**src/ser_pkg.sv**
```systemverilog
// Constants for the status event register sets
package ser_pkg;

    // ------------------------------------------------------------------
    // Register widths and reset values
    // ------------------------------------------------------------------
    localparam int        REG_W        = 8;
    localparam logic [7:0] EVENT_RST   = 8'h00;
    localparam logic [7:0] ENABLE_RST  = 8'h00;

    // ------------------------------------------------------------------
    // Register selects on the query/command port
    // ------------------------------------------------------------------
    localparam logic [2:0] SEL_STD_EVENT   = 3'h0;
    localparam logic [2:0] SEL_STD_ENABLE  = 3'h1;
    localparam logic [2:0] SEL_OP_EVENT    = 3'h2;
    localparam logic [2:0] SEL_OP_ENABLE   = 3'h3;
    localparam logic [2:0] SEL_OP_COND     = 3'h4;
    localparam logic [2:0] SEL_STATUS_BYTE = 3'h5;
    localparam logic [2:0] SEL_SRQ_ENABLE  = 3'h6;

    // ------------------------------------------------------------------
    // Standard event bit positions
    // ------------------------------------------------------------------
    localparam int STD_POWERUP_BIT  = 7;
    localparam int STD_CMD_FAULT    = 5;
    localparam int STD_UNSUPPORTED  = 4;
    localparam int STD_REPLY_OVF    = 2;
    localparam int STD_OP_COMPLETE  = 0;

    // ------------------------------------------------------------------
    // Operation bit positions
    // ------------------------------------------------------------------
    localparam int OP_LINK_FAULT    = 7;
    localparam int OP_TRIM_FAULT    = 6;
    localparam int OP_TUNING_IDLE   = 5;
    localparam int OP_FRESH_SAMPLE  = 4;
    localparam int OP_OVERRANGE     = 1;
    localparam int OP_LIMIT_TRIP    = 0;

    // ------------------------------------------------------------------
    // Status byte bit positions
    // ------------------------------------------------------------------
    localparam int SB_OP_SUMMARY    = 7;
    localparam int SB_STD_SUMMARY   = 5;

endpackage : ser_pkg

```
**src/ser_status_regs.sv**
```systemverilog
// Status event register sets with query and enable-write port
// What this block does
// Query returns binary weighted register value
// Only enable registers accept writes
// Controller writes masks as weighted sums
// Condition bits follow live state, unlatched
// Standard event query returns then clears
// Clear-status and power-on clear event registers
// Enable cleared by writing zero, power-on
// Summary bits clear with their event register
// Bit 7 standard: power-up seen
// Bit 5 standard: command fault
// Bit 4 standard: unsupported action
// Bit 2 standard: reply overflow
// Bit 0 standard: operation complete after request
// Standard enable written, read, selects summary
// Operation enable, event, condition commands
// Bit 7 operation: processor link fault
// Bit 6 operation: trim data fault
// Bit 5 operation: tuning idle
// Bit 4 operation: fresh sample
// Bit 1 operation: input overrange
// Bit 0 operation: limit trip with display
// Event bits latch until cleared
// Enabled event bits OR into summary
// Summaries in status byte bits 7, 5
`timescale 1ns/100ps
module ser_status_regs (
    input  wire logic       clk_i,
    input  wire logic       rst_n_i,
    input  wire logic       clk_en_i,
    // Query and command port from the command parser
    input  wire logic       rd_i,
    input  wire logic       wr_i,
    input  wire logic [2:0] sel_i,
    input  wire logic [7:0] wdata_i,
    input  wire logic       clear_status_i,
    output logic      [7:0] rdata_o,
    output logic            rvalid_o,
    output logic            wr_refused_o,
    // Standard event sources: one-cycle pulses, plus the ops_pending_i level
    input  wire logic       command_fault_i,
    input  wire logic       unsupported_action_i,
    input  wire logic       reply_overflow_i,
    input  wire logic       op_complete_req_i,
    input  wire logic       ops_pending_i,
    // Operation condition sources, levels from pins
    input  wire logic       processor_link_fault_i,
    input  wire logic       trim_data_fault_i,
    input  wire logic       tuning_active_i,
    input  wire logic       fresh_sample_i,
    input  wire logic       input_overrange_i,
    input  wire logic       input_alarming_i,
    input  wire logic       alarm_display_on_i,
    // Summaries
    output logic            std_event_summary_bit_o,
    output logic            operation_summary_bit_o,
    output logic      [7:0] status_byte_o
);

    // ------------------------------------------------------------------
    // Helpers
    // ------------------------------------------------------------------
    function automatic logic ser_summary(input logic [7:0] ev, input logic [7:0] en);
        ser_summary = |(ev & en);
    endfunction : ser_summary

    // Writable selects, used by the refusal flag; the write path compares sel_i itself
    function automatic logic ser_is_enable(input logic [2:0] sel);
        ser_is_enable = (sel == ser_pkg::SEL_STD_ENABLE) ||
                        (sel == ser_pkg::SEL_OP_ENABLE)  ||
                        (sel == ser_pkg::SEL_SRQ_ENABLE);
    endfunction : ser_is_enable

    // ------------------------------------------------------------------
    // Pin synchronisers for live condition sources
    // ------------------------------------------------------------------
    // Raw pins pass two flops before any gating, so no glitch from the
    // alarm qualifier or the idle inversion can reach the event latch
    localparam logic [6:0] PIN_RST = 7'h10;

    logic [6:0] pin_raw;
    logic [6:0] pin_meta;
    logic [6:0] pin_sync;
    logic [6:0] next_pin_meta;
    logic [6:0] next_pin_sync;

    assign pin_raw = {processor_link_fault_i,
                      trim_data_fault_i,
                      tuning_active_i,
                      fresh_sample_i,
                      input_overrange_i,
                      input_alarming_i,
                      alarm_display_on_i};

    always_comb begin
        next_pin_meta = pin_raw;
        next_pin_sync = pin_meta;
    end

    // Tuning starts as active so no false idle edge follows reset
    always_ff @(posedge clk_i) begin
        if (!rst_n_i) begin
            pin_meta <= PIN_RST;
            pin_sync <= PIN_RST;
        end else if (clk_en_i) begin
            pin_meta <= next_pin_meta;
            pin_sync <= next_pin_sync;
        end
    end

    // Condition register is purely live, nothing to clear
    logic [7:0] op_condition;
    always_comb begin
        op_condition = 8'h00;
        op_condition[ser_pkg::OP_LINK_FAULT]   = pin_sync[6];
        op_condition[ser_pkg::OP_TRIM_FAULT]   = pin_sync[5];
        op_condition[ser_pkg::OP_TUNING_IDLE]  = ~pin_sync[4];
        op_condition[ser_pkg::OP_FRESH_SAMPLE] = pin_sync[3];
        op_condition[ser_pkg::OP_OVERRANGE]    = pin_sync[2];
        op_condition[ser_pkg::OP_LIMIT_TRIP]   = pin_sync[1] & pin_sync[0];
    end

    // ------------------------------------------------------------------
    // Event, enable and answer registers
    // ------------------------------------------------------------------
    logic       rd_take;
    logic       wr_take;
    logic [7:0] status_byte;

    assign rd_take = rd_i;
    // Query wins over write so only one access is answered per cycle
    assign wr_take = wr_i & ~rd_i;

    // ------------------------------------------------------------------
    // Condition edge history
    // ------------------------------------------------------------------
    logic [7:0] op_cond_prev;
    logic [7:0] next_op_cond_prev;

    always_comb begin
        next_op_cond_prev = op_condition;
    end

    always_ff @(posedge clk_i) begin
        if (!rst_n_i) begin
            op_cond_prev <= 8'h00;
        end else if (clk_en_i) begin
            op_cond_prev <= next_op_cond_prev;
        end
    end

    // ------------------------------------------------------------------
    // Pending standard event sources
    // ------------------------------------------------------------------
    logic opc_armed;
    logic powerup_pending;
    logic next_opc_armed;
    logic next_powerup_pending;

    always_comb begin
        // Armed request waits out every pending operation
        next_opc_armed       = (opc_armed | op_complete_req_i) & ops_pending_i;
        next_powerup_pending = 1'b0;
    end

    always_ff @(posedge clk_i) begin
        if (!rst_n_i) begin
            opc_armed       <= 1'b0;
            powerup_pending <= 1'b1;
        end else if (clk_en_i) begin
            opc_armed       <= next_opc_armed;
            powerup_pending <= next_powerup_pending;
        end
    end

    // ------------------------------------------------------------------
    // Event latches
    // ------------------------------------------------------------------
    logic [7:0] standard_event_latch;
    logic [7:0] operation_event_latch;
    logic [7:0] next_standard_event_latch;
    logic [7:0] next_operation_event_latch;
    logic [7:0] std_set;
    logic [7:0] op_set;

    always_comb begin
        std_set = 8'h00;
        std_set[ser_pkg::STD_POWERUP_BIT] = powerup_pending;
        std_set[ser_pkg::STD_CMD_FAULT]   = command_fault_i;
        std_set[ser_pkg::STD_UNSUPPORTED] = unsupported_action_i;
        std_set[ser_pkg::STD_REPLY_OVF]   = reply_overflow_i;
        std_set[ser_pkg::STD_OP_COMPLETE] = (opc_armed | op_complete_req_i)
                                            & ~ops_pending_i;
        // Rising condition edges latch as operation events
        op_set = op_condition & ~op_cond_prev;

        next_standard_event_latch  = standard_event_latch;
        next_operation_event_latch = operation_event_latch;
        if (clear_status_i) begin
            next_standard_event_latch  = 8'h00;
            next_operation_event_latch = 8'h00;
        end
        if (rd_take && (sel_i == ser_pkg::SEL_STD_EVENT)) begin
            next_standard_event_latch = 8'h00;
        end
        if (rd_take && (sel_i == ser_pkg::SEL_OP_EVENT)) begin
            next_operation_event_latch = 8'h00;
        end
        // Set wins so no event is lost in a clear cycle
        next_standard_event_latch  = next_standard_event_latch | std_set;
        next_operation_event_latch = next_operation_event_latch | op_set;
    end

    always_ff @(posedge clk_i) begin
        if (!rst_n_i) begin
            standard_event_latch  <= ser_pkg::EVENT_RST;
            operation_event_latch <= ser_pkg::EVENT_RST;
        end else if (clk_en_i) begin
            standard_event_latch  <= next_standard_event_latch;
            operation_event_latch <= next_operation_event_latch;
        end
    end

    // ------------------------------------------------------------------
    // Enable masks
    // ------------------------------------------------------------------
    logic [7:0] std_enable;
    logic [7:0] op_enable;
    logic [7:0] srq_enable;
    logic [7:0] next_std_enable;
    logic [7:0] next_op_enable;
    logic [7:0] next_srq_enable;

    always_comb begin
        next_std_enable = std_enable;
        next_op_enable  = op_enable;
        next_srq_enable = srq_enable;
        if (wr_take && (sel_i == ser_pkg::SEL_STD_ENABLE)) begin
            next_std_enable = wdata_i;
        end
        if (wr_take && (sel_i == ser_pkg::SEL_OP_ENABLE)) begin
            next_op_enable = wdata_i;
        end
        if (wr_take && (sel_i == ser_pkg::SEL_SRQ_ENABLE)) begin
            next_srq_enable = wdata_i;
        end
    end

    always_ff @(posedge clk_i) begin
        if (!rst_n_i) begin
            std_enable <= ser_pkg::ENABLE_RST;
            op_enable  <= ser_pkg::ENABLE_RST;
            srq_enable <= ser_pkg::ENABLE_RST;
        end else if (clk_en_i) begin
            std_enable <= next_std_enable;
            op_enable  <= next_op_enable;
            srq_enable <= next_srq_enable;
        end
    end

    // ------------------------------------------------------------------
    // Status byte, not latched: follows the event registers
    // ------------------------------------------------------------------
    always_comb begin
        status_byte = 8'h00;
        status_byte[ser_pkg::SB_OP_SUMMARY]  = ser_summary(operation_event_latch,
                                                           op_enable);
        status_byte[ser_pkg::SB_STD_SUMMARY] = ser_summary(standard_event_latch,
                                                           std_enable);
    end

    // ------------------------------------------------------------------
    // Query answers
    // ------------------------------------------------------------------
    logic [7:0] next_rdata;
    logic       next_rvalid;
    logic       next_refused;

    always_comb begin
        next_rdata   = rdata_o;
        next_rvalid  = rd_take;
        next_refused = wr_take & ~ser_is_enable(sel_i);
        if (rd_take) begin
            unique case (sel_i)
                ser_pkg::SEL_STD_EVENT:   next_rdata = standard_event_latch;
                ser_pkg::SEL_STD_ENABLE:  next_rdata = std_enable;
                ser_pkg::SEL_OP_EVENT:    next_rdata = operation_event_latch;
                ser_pkg::SEL_OP_ENABLE:   next_rdata = op_enable;
                ser_pkg::SEL_OP_COND:     next_rdata = op_condition;
                ser_pkg::SEL_STATUS_BYTE: next_rdata = status_byte;
                ser_pkg::SEL_SRQ_ENABLE:  next_rdata = srq_enable;
                default:                  next_rdata = 8'h00;
            endcase
        end
    end

    always_ff @(posedge clk_i) begin
        if (!rst_n_i) begin
            rdata_o      <= 8'h00;
            rvalid_o     <= 1'b0;
            wr_refused_o <= 1'b0;
        end else if (clk_en_i) begin
            rdata_o      <= next_rdata;
            rvalid_o     <= next_rvalid;
            wr_refused_o <= next_refused;
        end
    end

    // ------------------------------------------------------------------
    // Outputs
    // ------------------------------------------------------------------
    assign std_event_summary_bit_o = status_byte[ser_pkg::SB_STD_SUMMARY];
    assign operation_summary_bit_o = status_byte[ser_pkg::SB_OP_SUMMARY];
    assign status_byte_o           = status_byte;

endmodule : ser_status_regs

```
**config.mk**
```make
export PLATFORM = sky130hd
export DESIGN_NAME = ser_status_regs
export DESIGN_NICKNAME = d
export VERILOG_FILES = /design/src/ser_pkg.sv /design/src/ser_status_regs.sv
export SDC_FILE = /design/constraint.sdc
export NUM_CORES = 1
export LEC_CHECK = 0
export BUFFER_PORTS_ARGS = -buffer_cell sky130_fd_sc_hd__buf_2
export CELL_PAD_IN_SITES_DETAIL_PLACEMENT = 1
export CELL_PAD_IN_SITES_GLOBAL_PLACEMENT = 2
export CORE_MARGIN = 3
export CORE_UTILIZATION = 25
export DETAILED_ROUTE_END_ITERATION = 12
export PLACE_DENSITY_LB_ADDON = 0.15
export SLEW_MARGIN = 20
export SYNTH_ARGS = -nofsm -noshare
export SYNTH_HDL_FRONTEND = slang
export SYNTH_SLANG_ARGS = --single-unit
```
**constraint.sdc**
```tcl
create_clock -name clk_i -period 1.5 [get_ports clk_i]
set_input_delay 0.15 -clock clk_i [delete_from_list [all_inputs] [get_ports clk_i]]
set_output_delay 0.15 -clock clk_i [all_outputs]
set_load 0.01 [all_outputs]
```
==> summary.md, run 1 <==
| Metric | Value |
|---|---|
| Status | completed |
| Crit path launch type | flop |
| CTS tree | done |
| Worst setup path class | reg -> out |
| Row cnt | 39 |
| Starting Density | 26.1% |
| Total CTS buffers | 9 |
| Cell Area, Synth | 3050 µm² |
| Pin count of the biggest net entering global routing | 27 |
| Post-route setup slack | 0.0126 ns |
| Number of flops mapped to enable cells by yosys | 0 |
| Clk pin slew, worst setup/hold paths | 0.06 ns |
| GR Overflow Total | 0 |
| Clk sinks | 67 |
| H-tree depth reported by CTS | 3 |
| Area growth syn-to-layout | 25.3% |
| Die X | 116 µm |
| Top FF cell, synth | dfxtp_1 |
| Final setup viols | 0 |
| Crit-path max FO | 3 |
| Setup Skew | 0.00474 ns |
| Async SR Flop Fraction | 0% |
| Number of library cell types mapped by synthesis | 42 |
| First-pass GRT wire length | 14200 µm |
| DIE AREA | 13500 µm² |
| Worst EP arrival | 1.34 ns |
| Reg2reg path depth | 4 |
| CP max stage cell | dfxtp_2 |
| Antenna violations before repair | 0 |
| Count of input and output buffers | 42 |
| Max Freq | 672 MHz |
| RR Endpoint | rdata_o[0] |
| Worst-Skew Late Latency | 0.34 ns |
| Layout cells sized above 1 | 23.5% |
| Vias in the first global route | 2524 |
| 1st-iter DRT viols | 94 |
| Synth top area share | 44.0% |
| Post-DP HPWL | 6600 µm |
| Post-synthesis sequential area ratio | 44.0% |
| Peak VDD IR | 0.631 mV |
| Post-route cell area | 3820 µm² |
| Static Leak | 1.47 nW |
| Slowest cell delay on critical path | 0.33 ns |
| Root Driver | clkbuf_16 |
| Max transition margin | 55.6% |
| HP Start | tuning_active_i |
| Transition time of the tightest slew-check pin | 0.660 ns |
| Area leader, netlist | dfxtp_1 |
| Syn Area/Cell | 9.49 µm² |
| Worst Hold Path Cells | 3 |
| Tcrit/Tclk final | 99.2% |
| Mapped Cells | 321 |
| Critical R2R Launch | std_enable[0] |
| Synth area leaders | dfxtp_1 (44%), mux2i_1 (13%), nor2b_1 (8.4%) |
| Critical-path cell list | a222oi_1 -> nand2_1 -> buf_2 |
| Post-synthesis register bit count | 67 |
| Setup slack at placement | 0.0269 ns |
| Vias per cell | 4.63 |
| Io pins | 49 |
| DRT Wirelength | 8860 µm |
| Drt drc | 0 |
| Die height | 116 µm |
| RSZ-0062 raised after global routing | yes |
| WHS Endpoint | next_pin_sync[4] |
| Clock buffer depth | 2 |
| Setup crit end kind | output port |
| Max-cap viol count | 0 |
| HP Class | in -> reg |
| First-pass DRT Iterations | 4 |
| DR WL/cell | 17.0 µm |
| Via count | 2411 |
| Post-DP Area | 3490 µm² |
| Final #Nets | 402 |
| Reg2reg setup slack | 0.04 ns |
| Slew Limit Fails | 0 |
| Crit path required time | 1.35 ns |
| Crit path launch | standard_event_latch[0] |
| Endpoints failing hold | 0 |
| Antenna-violating nets left | 0 |
| Gp weighted congestion | 0.724 |
| Synth warn | 0 |
| Tmin final | 1.49 ns |
| Total Routing Usage GR | 14.1% |
| Number of diodes | 0 |
| Core area | 11700 µm² |
| Pwr/cell area | 1130 nW/µm² |
-- worst max-delay path: cells and delay by family (launching register included) --
kind | cells | cell delay, ns
AO/OA/AOI/OAI | 1 | 0.32
AND/OR/NAND/NOR | 1 | 0.17
flip-flops | 1 | 0.33
buffers and inverters | 1 | 0.18
-- cell families (layout without fill, tap and decap cells) --
group,after synthesis,in the layout,synth area share [%]
AOI/OAI and AO/OA,70,70,15.5
other,1,6,0.123
and+or+nand+nor,106,106,19.5
buffers and inverters,35,87,6.16
muxes,42,42,14.7
DFF,67,67,44.0
-- how the worst max path moves through the flow --
| stage | endpoint | cells past startpoint |
|---|---|---|
| 2_1_floorplan | rdata_o[0] | 4 |
| 6_report | status_byte_o[5] | 3 |
| 3_3_place_gp | rdata_o[2] | 6 |
| 4_1_cts | std_event_summary_bit_o | 3 |
| 5_1_grt | std_event_summary_bit_o | 3 |
| 3_5_place_dp | rdata_o[2] | 6 |
-- registers in the layout (all words and copies together) (netlist names) --
signal and count:
pin_sync 7, standard_event_latch 5, powerup_pending 1, wr_refused_o 1, op_cond_prev 6, next_pin_sync 7, opc_armed 1, op_enable 8
rdata_o 8, std_enable 8, operation_event_latch 6, srq_enable 8, rvalid_o 1
-- cell usage after synthesis, types with 2 or more instances --
master	n
dfxtp_1	67
nor3b_1	3
mux2i_1	39
a221oi_1	2
a2bb2oi_1	2
buf_2	6
inv_1	6
o21ai_0	18
nor3_1	2
nor2b_1	41
buf_4	13
nor2_1	11
and2_1	2
a22oi_1	9
mux4_2	2
nand2_1	30
a21boi_0	17
a32o_1	2
a21oi_1	9
clkbuf_1	9
a31oi_1	3
nand2b_1	3
nand3_1	6
-- power by group --
part	internal [mW]	total [mW]	switching, mW	leakage [nW]
Sequential	1.83	1.86	0.0343	0.545
Clock	1.33	2.12	0.795	0.139
Combinational	0.157	0.341	0.185	0.787
Total	3.31	4.33	1.01	1.47
-- cell type report --
class                           instances  area [µm²]
Clock buffer                           12         246
Clock inverter                          4        50.0
Fill cell                            1332        7850
Inverter                                7        26.3
Multi-Input combinational cell        224        1550
Sequential cell                        67        1350
Tap cell                              143         179
Timing Repair Buffer                   64         425
-- repair_timing --
| item | 4_1_cts | 5_1_grt |
|---|---|---|
| pin swaps | 2 | 2 |
| gates resized for setup | 2 | 3 |
| setup buffers | 1 | 1 |
| endpoints found under the setup margin | 2 | 4 |
| hold buffers | 0 | 0 |
-- per-layer routing --
layer	vias to the layer above	GRT usage (%)	wire length [µm]
met5	-	0	0
met4	0	5.34	164
met3	11	4.15	384
met2	51	23.0	4080
met1	1134	17.7	4230
li1	1215	-	-
-- metrics by stage --
| stage | std cells | util (%) | setup TNS [ns] | power (mW) | hold slack [ns] |
|---|---|---|---|---|---|
| global route | 521 | 32.7 | -0.0849 | 4.51 | 0.0644 |
| global placement | 503 | 29.9 | 0 | 2.24 | 0.377 |
| detailed placement | 503 | 29.9 | 0 | 2.24 | 0.384 |
| finish | 521 | 32.7 | 0 | 4.33 | 0.0355 |
| floorplan | 326 | - | 0 | 2.10 | 0.278 |
| CTS | 520 | 32.6 | 0 | 4.40 | 0.0273 |
-- cell usage in the layout, fill, tap and decap left out, types with 3 or more instances in the layout --
master	instances
conb_1	6
nor3b_1	3
dfxtp_2	3
a21boi_0	17
a21oi_1	9
clkbuf_16	9
a31oi_1	3
a22oi_1	8
buf_2	42
dfxtp_1	64
inv_1	6
buf_12	4
o21ai_0	18
nor2b_1	41
mux2i_1	39
nand2_1	30
buf_4	18
nand2b_1	3
nor2_1	11
nand3_1	5
No activity file was read; power rests on OpenSTA's default activity.
==> run 2: changes to the inputs <==
- BUFFER_PORTS_ARGS: -buffer_cell sky130_fd_sc_hd__buf_2 -> -buffer_cell sky130_fd_sc_hd__buf_4
==> run 2 against run 1 <==
  * Via count increased by 1.7%
  * Setup slack improved by 0.0077 ns
  * Combinational power increased by 6.7%
  * Critical path depth unchanged
  * Die area unchanged
  * Non-clock buffer count unchanged
  * Sequential cell count unchanged
  * Largest cell class unchanged
  * Core utilization increased by 1.1 points
==> summary.md, run 2 (synthesized netlist as in run 1, its figures left out) <==
| Metric | Value |
|---|---|
| Status | completed |
| Root Driver | clkbuf_16 |
| Critical-path cell list | a222oi_1 -> nand2_1 -> buf_6 |
| Worst setup path class | reg -> out |
| Die X | 116 µm |
| Clk network pwr share | 50.1% |
| Worst EP arrival | 1.33 ns |
| Starting Density | 26.1% |
| Switching share of power | 21.6% |
| Worst Path Buf+Inv | 1 |
| Count of input and output buffers | 42 |
| Final setup viols | 0 |
| Antenna-violating nets left | 0 |
| Static Leak | 1.51 nW |
| RSZ-0062 raised after global routing | yes |
| CTS tree | done |
| Layout cells sized above 1 | 23.9% |
| Tmin final | 1.48 ns |
| Via count | 2451 |
| Die height | 116 µm |
| Slowest cell delay on critical path | 0.32 ns |
| Endpoints failing hold | 0 |
| First-pass GRT wire length | 14600 µm |
| Row cnt | 39 |
| Pint | 3.50 mW |
| Crit path launch type | flop |
| Io pins | 49 |
| Number of diodes | 0 |
| HP Class | in -> reg |
| Top Family by Delay on Critical Path | flip-flops |
| DRT Wirelength | 9040 µm |
| Total power | 4.46 mW |
| First-pass DRT Iterations | 4 |
| Placed Instances | 501 |
| H-tree depth reported by CTS | 3 |
| DR WL/cell | 17.4 µm |
| Worst-Skew Late Latency | 0.33 ns |
| Fin cells | 520 |
| Peak VDD IR | 0.454 mV |
| Setup TNS | 0 ns |
| Max Freq | 676 MHz |
| Core area | 11700 µm² |
| Slew Limit Fails | 0 |
| Total CTS buffers | 9 |
| Commonest cells after routing, fill and taps aside | dfxtp_1 (62), buf_4 (59), nor2b_1 (41) |
| Total Routing Usage GR | 14.4% |
| DIE AREA | 13500 µm² |
| GR Overflow Total | 0 |
| CP max stage cell | dfxtp_2 |
| Clk pin slew, worst setup/hold paths | 0.06 ns |
| Layout fillers | 1308 |
| Vias per cell | 4.71 |
| Area growth syn-to-layout | 29.4% |
| Setup Skew | 0.00789 ns |
| Clock buffer depth | 2 |
| Pwr/cell area | 1130 nW/µm² |
| Pin count of the biggest net entering global routing | 69 |
| 1st-iter DRT viols | 98 |
| Tcrit/Tclk final | 98.6% |
| Gp weighted congestion | 0.737 |
| Post-DP HPWL | 6690 µm |
| Max-cap viol count | 0 |
| Sw Pwr | 960 µW |
| Worst Hold Margin | 0.0357 ns |
| Logic gate share of total power | 8.2% |
| Reg power frac | 41.8% |
| Max transition margin | 65.1% |
| Antenna violations before repair | 0 |
| Transition time of the tightest slew-check pin | 0.520 ns |
| Most common cell after layout, fill and taps aside | dfxtp_1 |
| Crit-path max FO | 3 |
| Setup crit end kind | output port |
| Final #Nets | 402 |
| Crit path required time | 1.35 ns |
| Vias in the first global route | 2561 |
| Drt drc | 0 |
| Clk sinks | 67 |
[run 2: changes by cell type in the layout (fill, tap and decap cells not counted)]
cell | previous run | this run
buf_12 | 4 | 3
dfxtp_1 | 64 | 62
bufinv_16 | 1 | 2
clkinvlp_4 | 2 | 0
a221oi_2 | 0 | 1
dfxtp_2 | 3 | 5
clkinv_2 | 1 | 0
buf_2 | 42 | 0
a221oi_1 | 2 | 1
buf_4 | 18 | 59
buf_6 | 0 | 2
clkbuf_1 | 2 | 3
[run 2: path summary, 6_finish.rpt]
kind	cells after the start	slack [ns]	from	end
worst max-delay path	3	0.02	standard_event_latch[0]	std_event_summary_bit_o
worst min register to register	2	0.46	rdata_o[2]	rdata_o[2]
worst max register to register	4	0.08	std_enable[0]	rdata_o[0]
worst min-delay path	3	0.04	tuning_active_i	next_pin_sync[4]
[run 2: tightest hold or removal path, cell delays in order]
cell and delay [ns]:
buf_4 0.08, mux2i_1 0.05, nand2_1 0.05
[run 2: repair_timing]
| item | in CTS | in global routing |
|---|---|---|
| endpoints found under the setup margin | 4 | 5 |
| gates resized for setup | 8 | 2 |
| pin swaps | 2 | 1 |
| buffers inserted | 4 | 1 |
| cloned | 0 | 0 |
| hold buffers | 0 | 0 |
[run 2: layout make-up]
cell class | instances | area, µm² | share of cell area, %
Multi-Input combinational cell | 224 | 1550 | 39.4
Sequential cell | 67 | 1350 | 34.2
Tap cell | 143 | 179 | 4.54
Timing Repair Buffer | 64 | 526 | 13.3
Clock buffer | 13 | 250 | 6.35
Clock inverter | 2 | 60.1 | 1.52
Inverter | 7 | 26.3 | 0.667
[run 2: per-layer routing]
metal	global-route usage, %	wire, µm
met3	3.68	326
met4	4.49	115
met1	19.0	4370
met2	23.0	4220
met5	0	0
[run 2: stage by stage]
stage / setup WS, ns / area (µm²) / utilization [%]
3_3_place_gp: 0.0960 / 3570 / 30.6
5_1_grt: -0.114 / 3940 / 33.8
2_1_floorplan: 0.219 / 3060 / -
6_report: 0.0203 / 3940 / 33.8
4_1_cts: 0.000286 / 3920 / 33.6
3_5_place_dp: 0.0889 / 3570 / 30.6
[run 2: power by group through the flow]
| stage | clock (mW) | combinational (mW) | sequential, mW |
|---|---|---|---|
| 2_1_floorplan | 0 | 0.218 | 1.88 |
| 3_3_place_gp | 0 | 0.363 | 1.90 |
| 3_5_place_dp | 0 | 0.366 | 1.90 |
| 4_1_cts | 2.31 | 0.370 | 1.86 |
| 5_1_grt | 2.38 | 0.401 | 1.87 |
| 6_report | 2.23 | 0.364 | 1.86 |
==> run 3: changes to the inputs <==
- ABC_AREA: not set -> 1
- GPL_TIMING_DRIVEN: not set -> 0
==> run 3 against run 2 <==
  * Sequential share of layout area rose by 1.0 points
  * Setup slack improved by 0.030 ns
  * Non-clock buffer count rose by 4
  * Register-to-register slack improved by 0.31 ns
==> summary.md, run 3 <==
| Metric | Value |
|---|---|
| Status | completed |
| HP Class | in -> reg |
| Via count | 2843 |
| Reg2reg path depth | 8 |
| Top FF cell, synth | dfxtp_1 |
| Mapped Cells | 416 |
| Peak VDD IR | 0.446 mV |
| Top cells by instance count after synthesis | nand2_1 (98), nor2_1 (77), dfxtp_1 (67), o21ai_0 (32), a21oi_1 (27) |
| Clock buffer depth | 2 |
| Core area | 11500 µm² |
| Die X | 115 µm |
| Post-route cell area | 3870 µm² |
| Drt drc | 0 |
| Clk sinks | 67 |
| Count leader, synth | nand2_1 |
| Setup slack at placement | 0.0463 ns |
| Pwr/cell area | 1170 nW/µm² |
| Worst EP arrival | 1.30 ns |
| Max Freq | 690 MHz |
| Area leader, netlist | dfxtp_1 |
| Die height | 115 µm |
| Post-DP HPWL | 7490 µm |
| First-pass GRT wire length | 16000 µm |
| Count of input and output buffers | 41 |
| Layout fillers | 1438 |
| Post-synthesis sequential area ratio | 45.3% |
| Syn Area/Cell | 7.11 µm² |
| Crit-path max FO | 3 |
| Vias in the first global route | 2968 |
| Synth area leaders | dfxtp_1 (45%), nand2_1 (12%), nor2_1 (9.8%) |
| Post-synthesis register bit count | 67 |
| Vias per cell | 4.54 |
| Commonest cells after routing, fill and taps aside | nand2_1 (91), nor2_1 (76), buf_4 (56), dfxtp_1 (56), o21ai_0 (32) |
| Setup crit end kind | output port |
| DR WL/cell | 15.8 µm |
| Most common cell after layout, fill and taps aside | nand2_1 |
| Critical R2R Launch | operation_event_latch[0] |
| Post-DP Area | 3460 µm² |
| Total power | 4.54 mW |
| Setup Skew | 0.00714 ns |
| RR Endpoint | rdata_o[7] |
| Area growth syn-to-layout | 30.9% |
| Row cnt | 39 |
| Antenna violations before repair | 0 |
| Tcrit/Tclk final | 96.6% |
| Layout cells sized above 1 | 27.1% |
| Crit path required time | 1.35 ns |
| Transition time of the tightest slew-check pin | 0.648 ns |
| Reg2reg setup slack | 0.39 ns |
| CTS tree | done |
| DRT Wirelength | 9860 µm |
| Tmin final | 1.45 ns |
| Max-cap viol count | 0 |
| DIE AREA | 13200 µm² |
| GR Overflow Total | 0 |
| Clk pin slew, worst setup/hold paths | 0.06 ns |
| Root Driver | clkbuf_16 |
| Endpoints failing hold | 0 |
| Io pins | 49 |
| Number of diodes | 0 |
| Starting Density | 25.7% |
| WHS Endpoint | next_pin_sync[4] |
| H-tree depth reported by CTS | 3 |
| First-pass DRT Iterations | 4 |
| Final setup viols | 0 |
| Gp weighted congestion | 0.758 |
| Total CTS buffers | 9 |
| Total Routing Usage GR | 15.9% |
| Worst Hold Path Cells | 3 |
| Number of flops mapped to enable cells by yosys | 0 |
| Final #Nets | 507 |
| Antenna-violating nets left | 0 |
| Async SR Flop Fraction | 0% |
| Max transition margin | 56.8% |
| Pin count of the biggest net entering global routing | 13 |
| Synth top area share | 45.3% |
| Number of library cell types mapped by synthesis | 28 |
| HP Start | tuning_active_i |
| Static Leak | 1.70 nW |
| Slew Limit Fails | 0 |
| Worst setup path class | reg -> out |
| 1st-iter DRT viols | 48 |
| Cell Area, Synth | 2960 µm² |
| Worst-Skew Late Latency | 0.33 ns |
| Post-route setup slack | 0.0504 ns |
| Synth warn | 0 |
| Crit path launch type | flop |
[run 3: how the worst max path moves through the flow]
stage,from,to,depth (start not counted)
after floorplan,sel_i[0],srq_enable[2],7
after global placement,sel_i[2],std_enable[2],7
after detailed placement,clk_en_i,operation_event_latch[7],9
after CTS,std_enable[4],status_byte_o[5],5
after global routing,standard_event_latch[5],status_byte_o[5],5
final,std_enable[0],status_byte_o[5],5
[run 3: layout make-up]
cell class / count / area (µm²) / area share (%)
plain buffers: 22 / 131 / 3.39
clock inverters: 6 / 90.1 / 2.33
inverters: 26 / 101 / 2.62
flip-flops and latches: 67 / 1370 / 35.3
well taps: 143 / 179 / 4.62
multi-input cells: 306 / 1430 / 37.0
repair buffers: 46 / 345 / 8.92
clock buffers: 10 / 229 / 5.91
[run 3: metal layers]
metal	routed length (µm)	track usage (%)
met1	4830	21.4
met2	4660	26.5
met3	278	2.89
met4	97	4.23
met5	0	0
[run 3: power breakdown]
part	leakage (nW)	internal (mW)	switching, mW	total (mW)
clock	0.153	1.46	0.825	2.28
combinational	0.997	0.145	0.229	0.374
sequential	0.552	1.84	0.0466	1.88
total	1.70	3.44	1.10	4.54
[run 3: kinds of logic (layout without fill, tap and decap cells)]
logic type | after synthesis | count (layout) | share of synthesized area, %
DFF | 67 | 67 | 45.3
and+or+nand+nor | 220 | 220 | 32.4
AOI/OAI and AO/OA | 80 | 80 | 14.3
buffers and inverters | 48 | 110 | 7.86
other | 1 | 6 | 0.127
[run 3: per-stage QoR]
stage                     utilization, %   TNS, ns  std cells  hold slack [ns]
final                               33.6         0        626           0.0323
after floorplan                        -         0        421            0.276
after detailed placement            30.1         0        605            0.372
after global routing                33.6  -0.00363        626           0.0323
after CTS                           33.0         0        622           0.0255
after global placement              30.1         0        605            0.372
[run 3: what timing repair did]
action	in CTS	in global routing
buffers inserted	1	4
endpoints found under the setup margin	1	2
pin swaps	0	7
resized for setup	7	18
hold buffers	0	0
[run 3: worst max-delay path: stages, from the launching register on]
cell and delay (ns):
dfxtp_4 0.35, nand2_2 0.06, nand2_1 0.06, or2_4 0.25, buf_4 0.12, buf_4 0.13
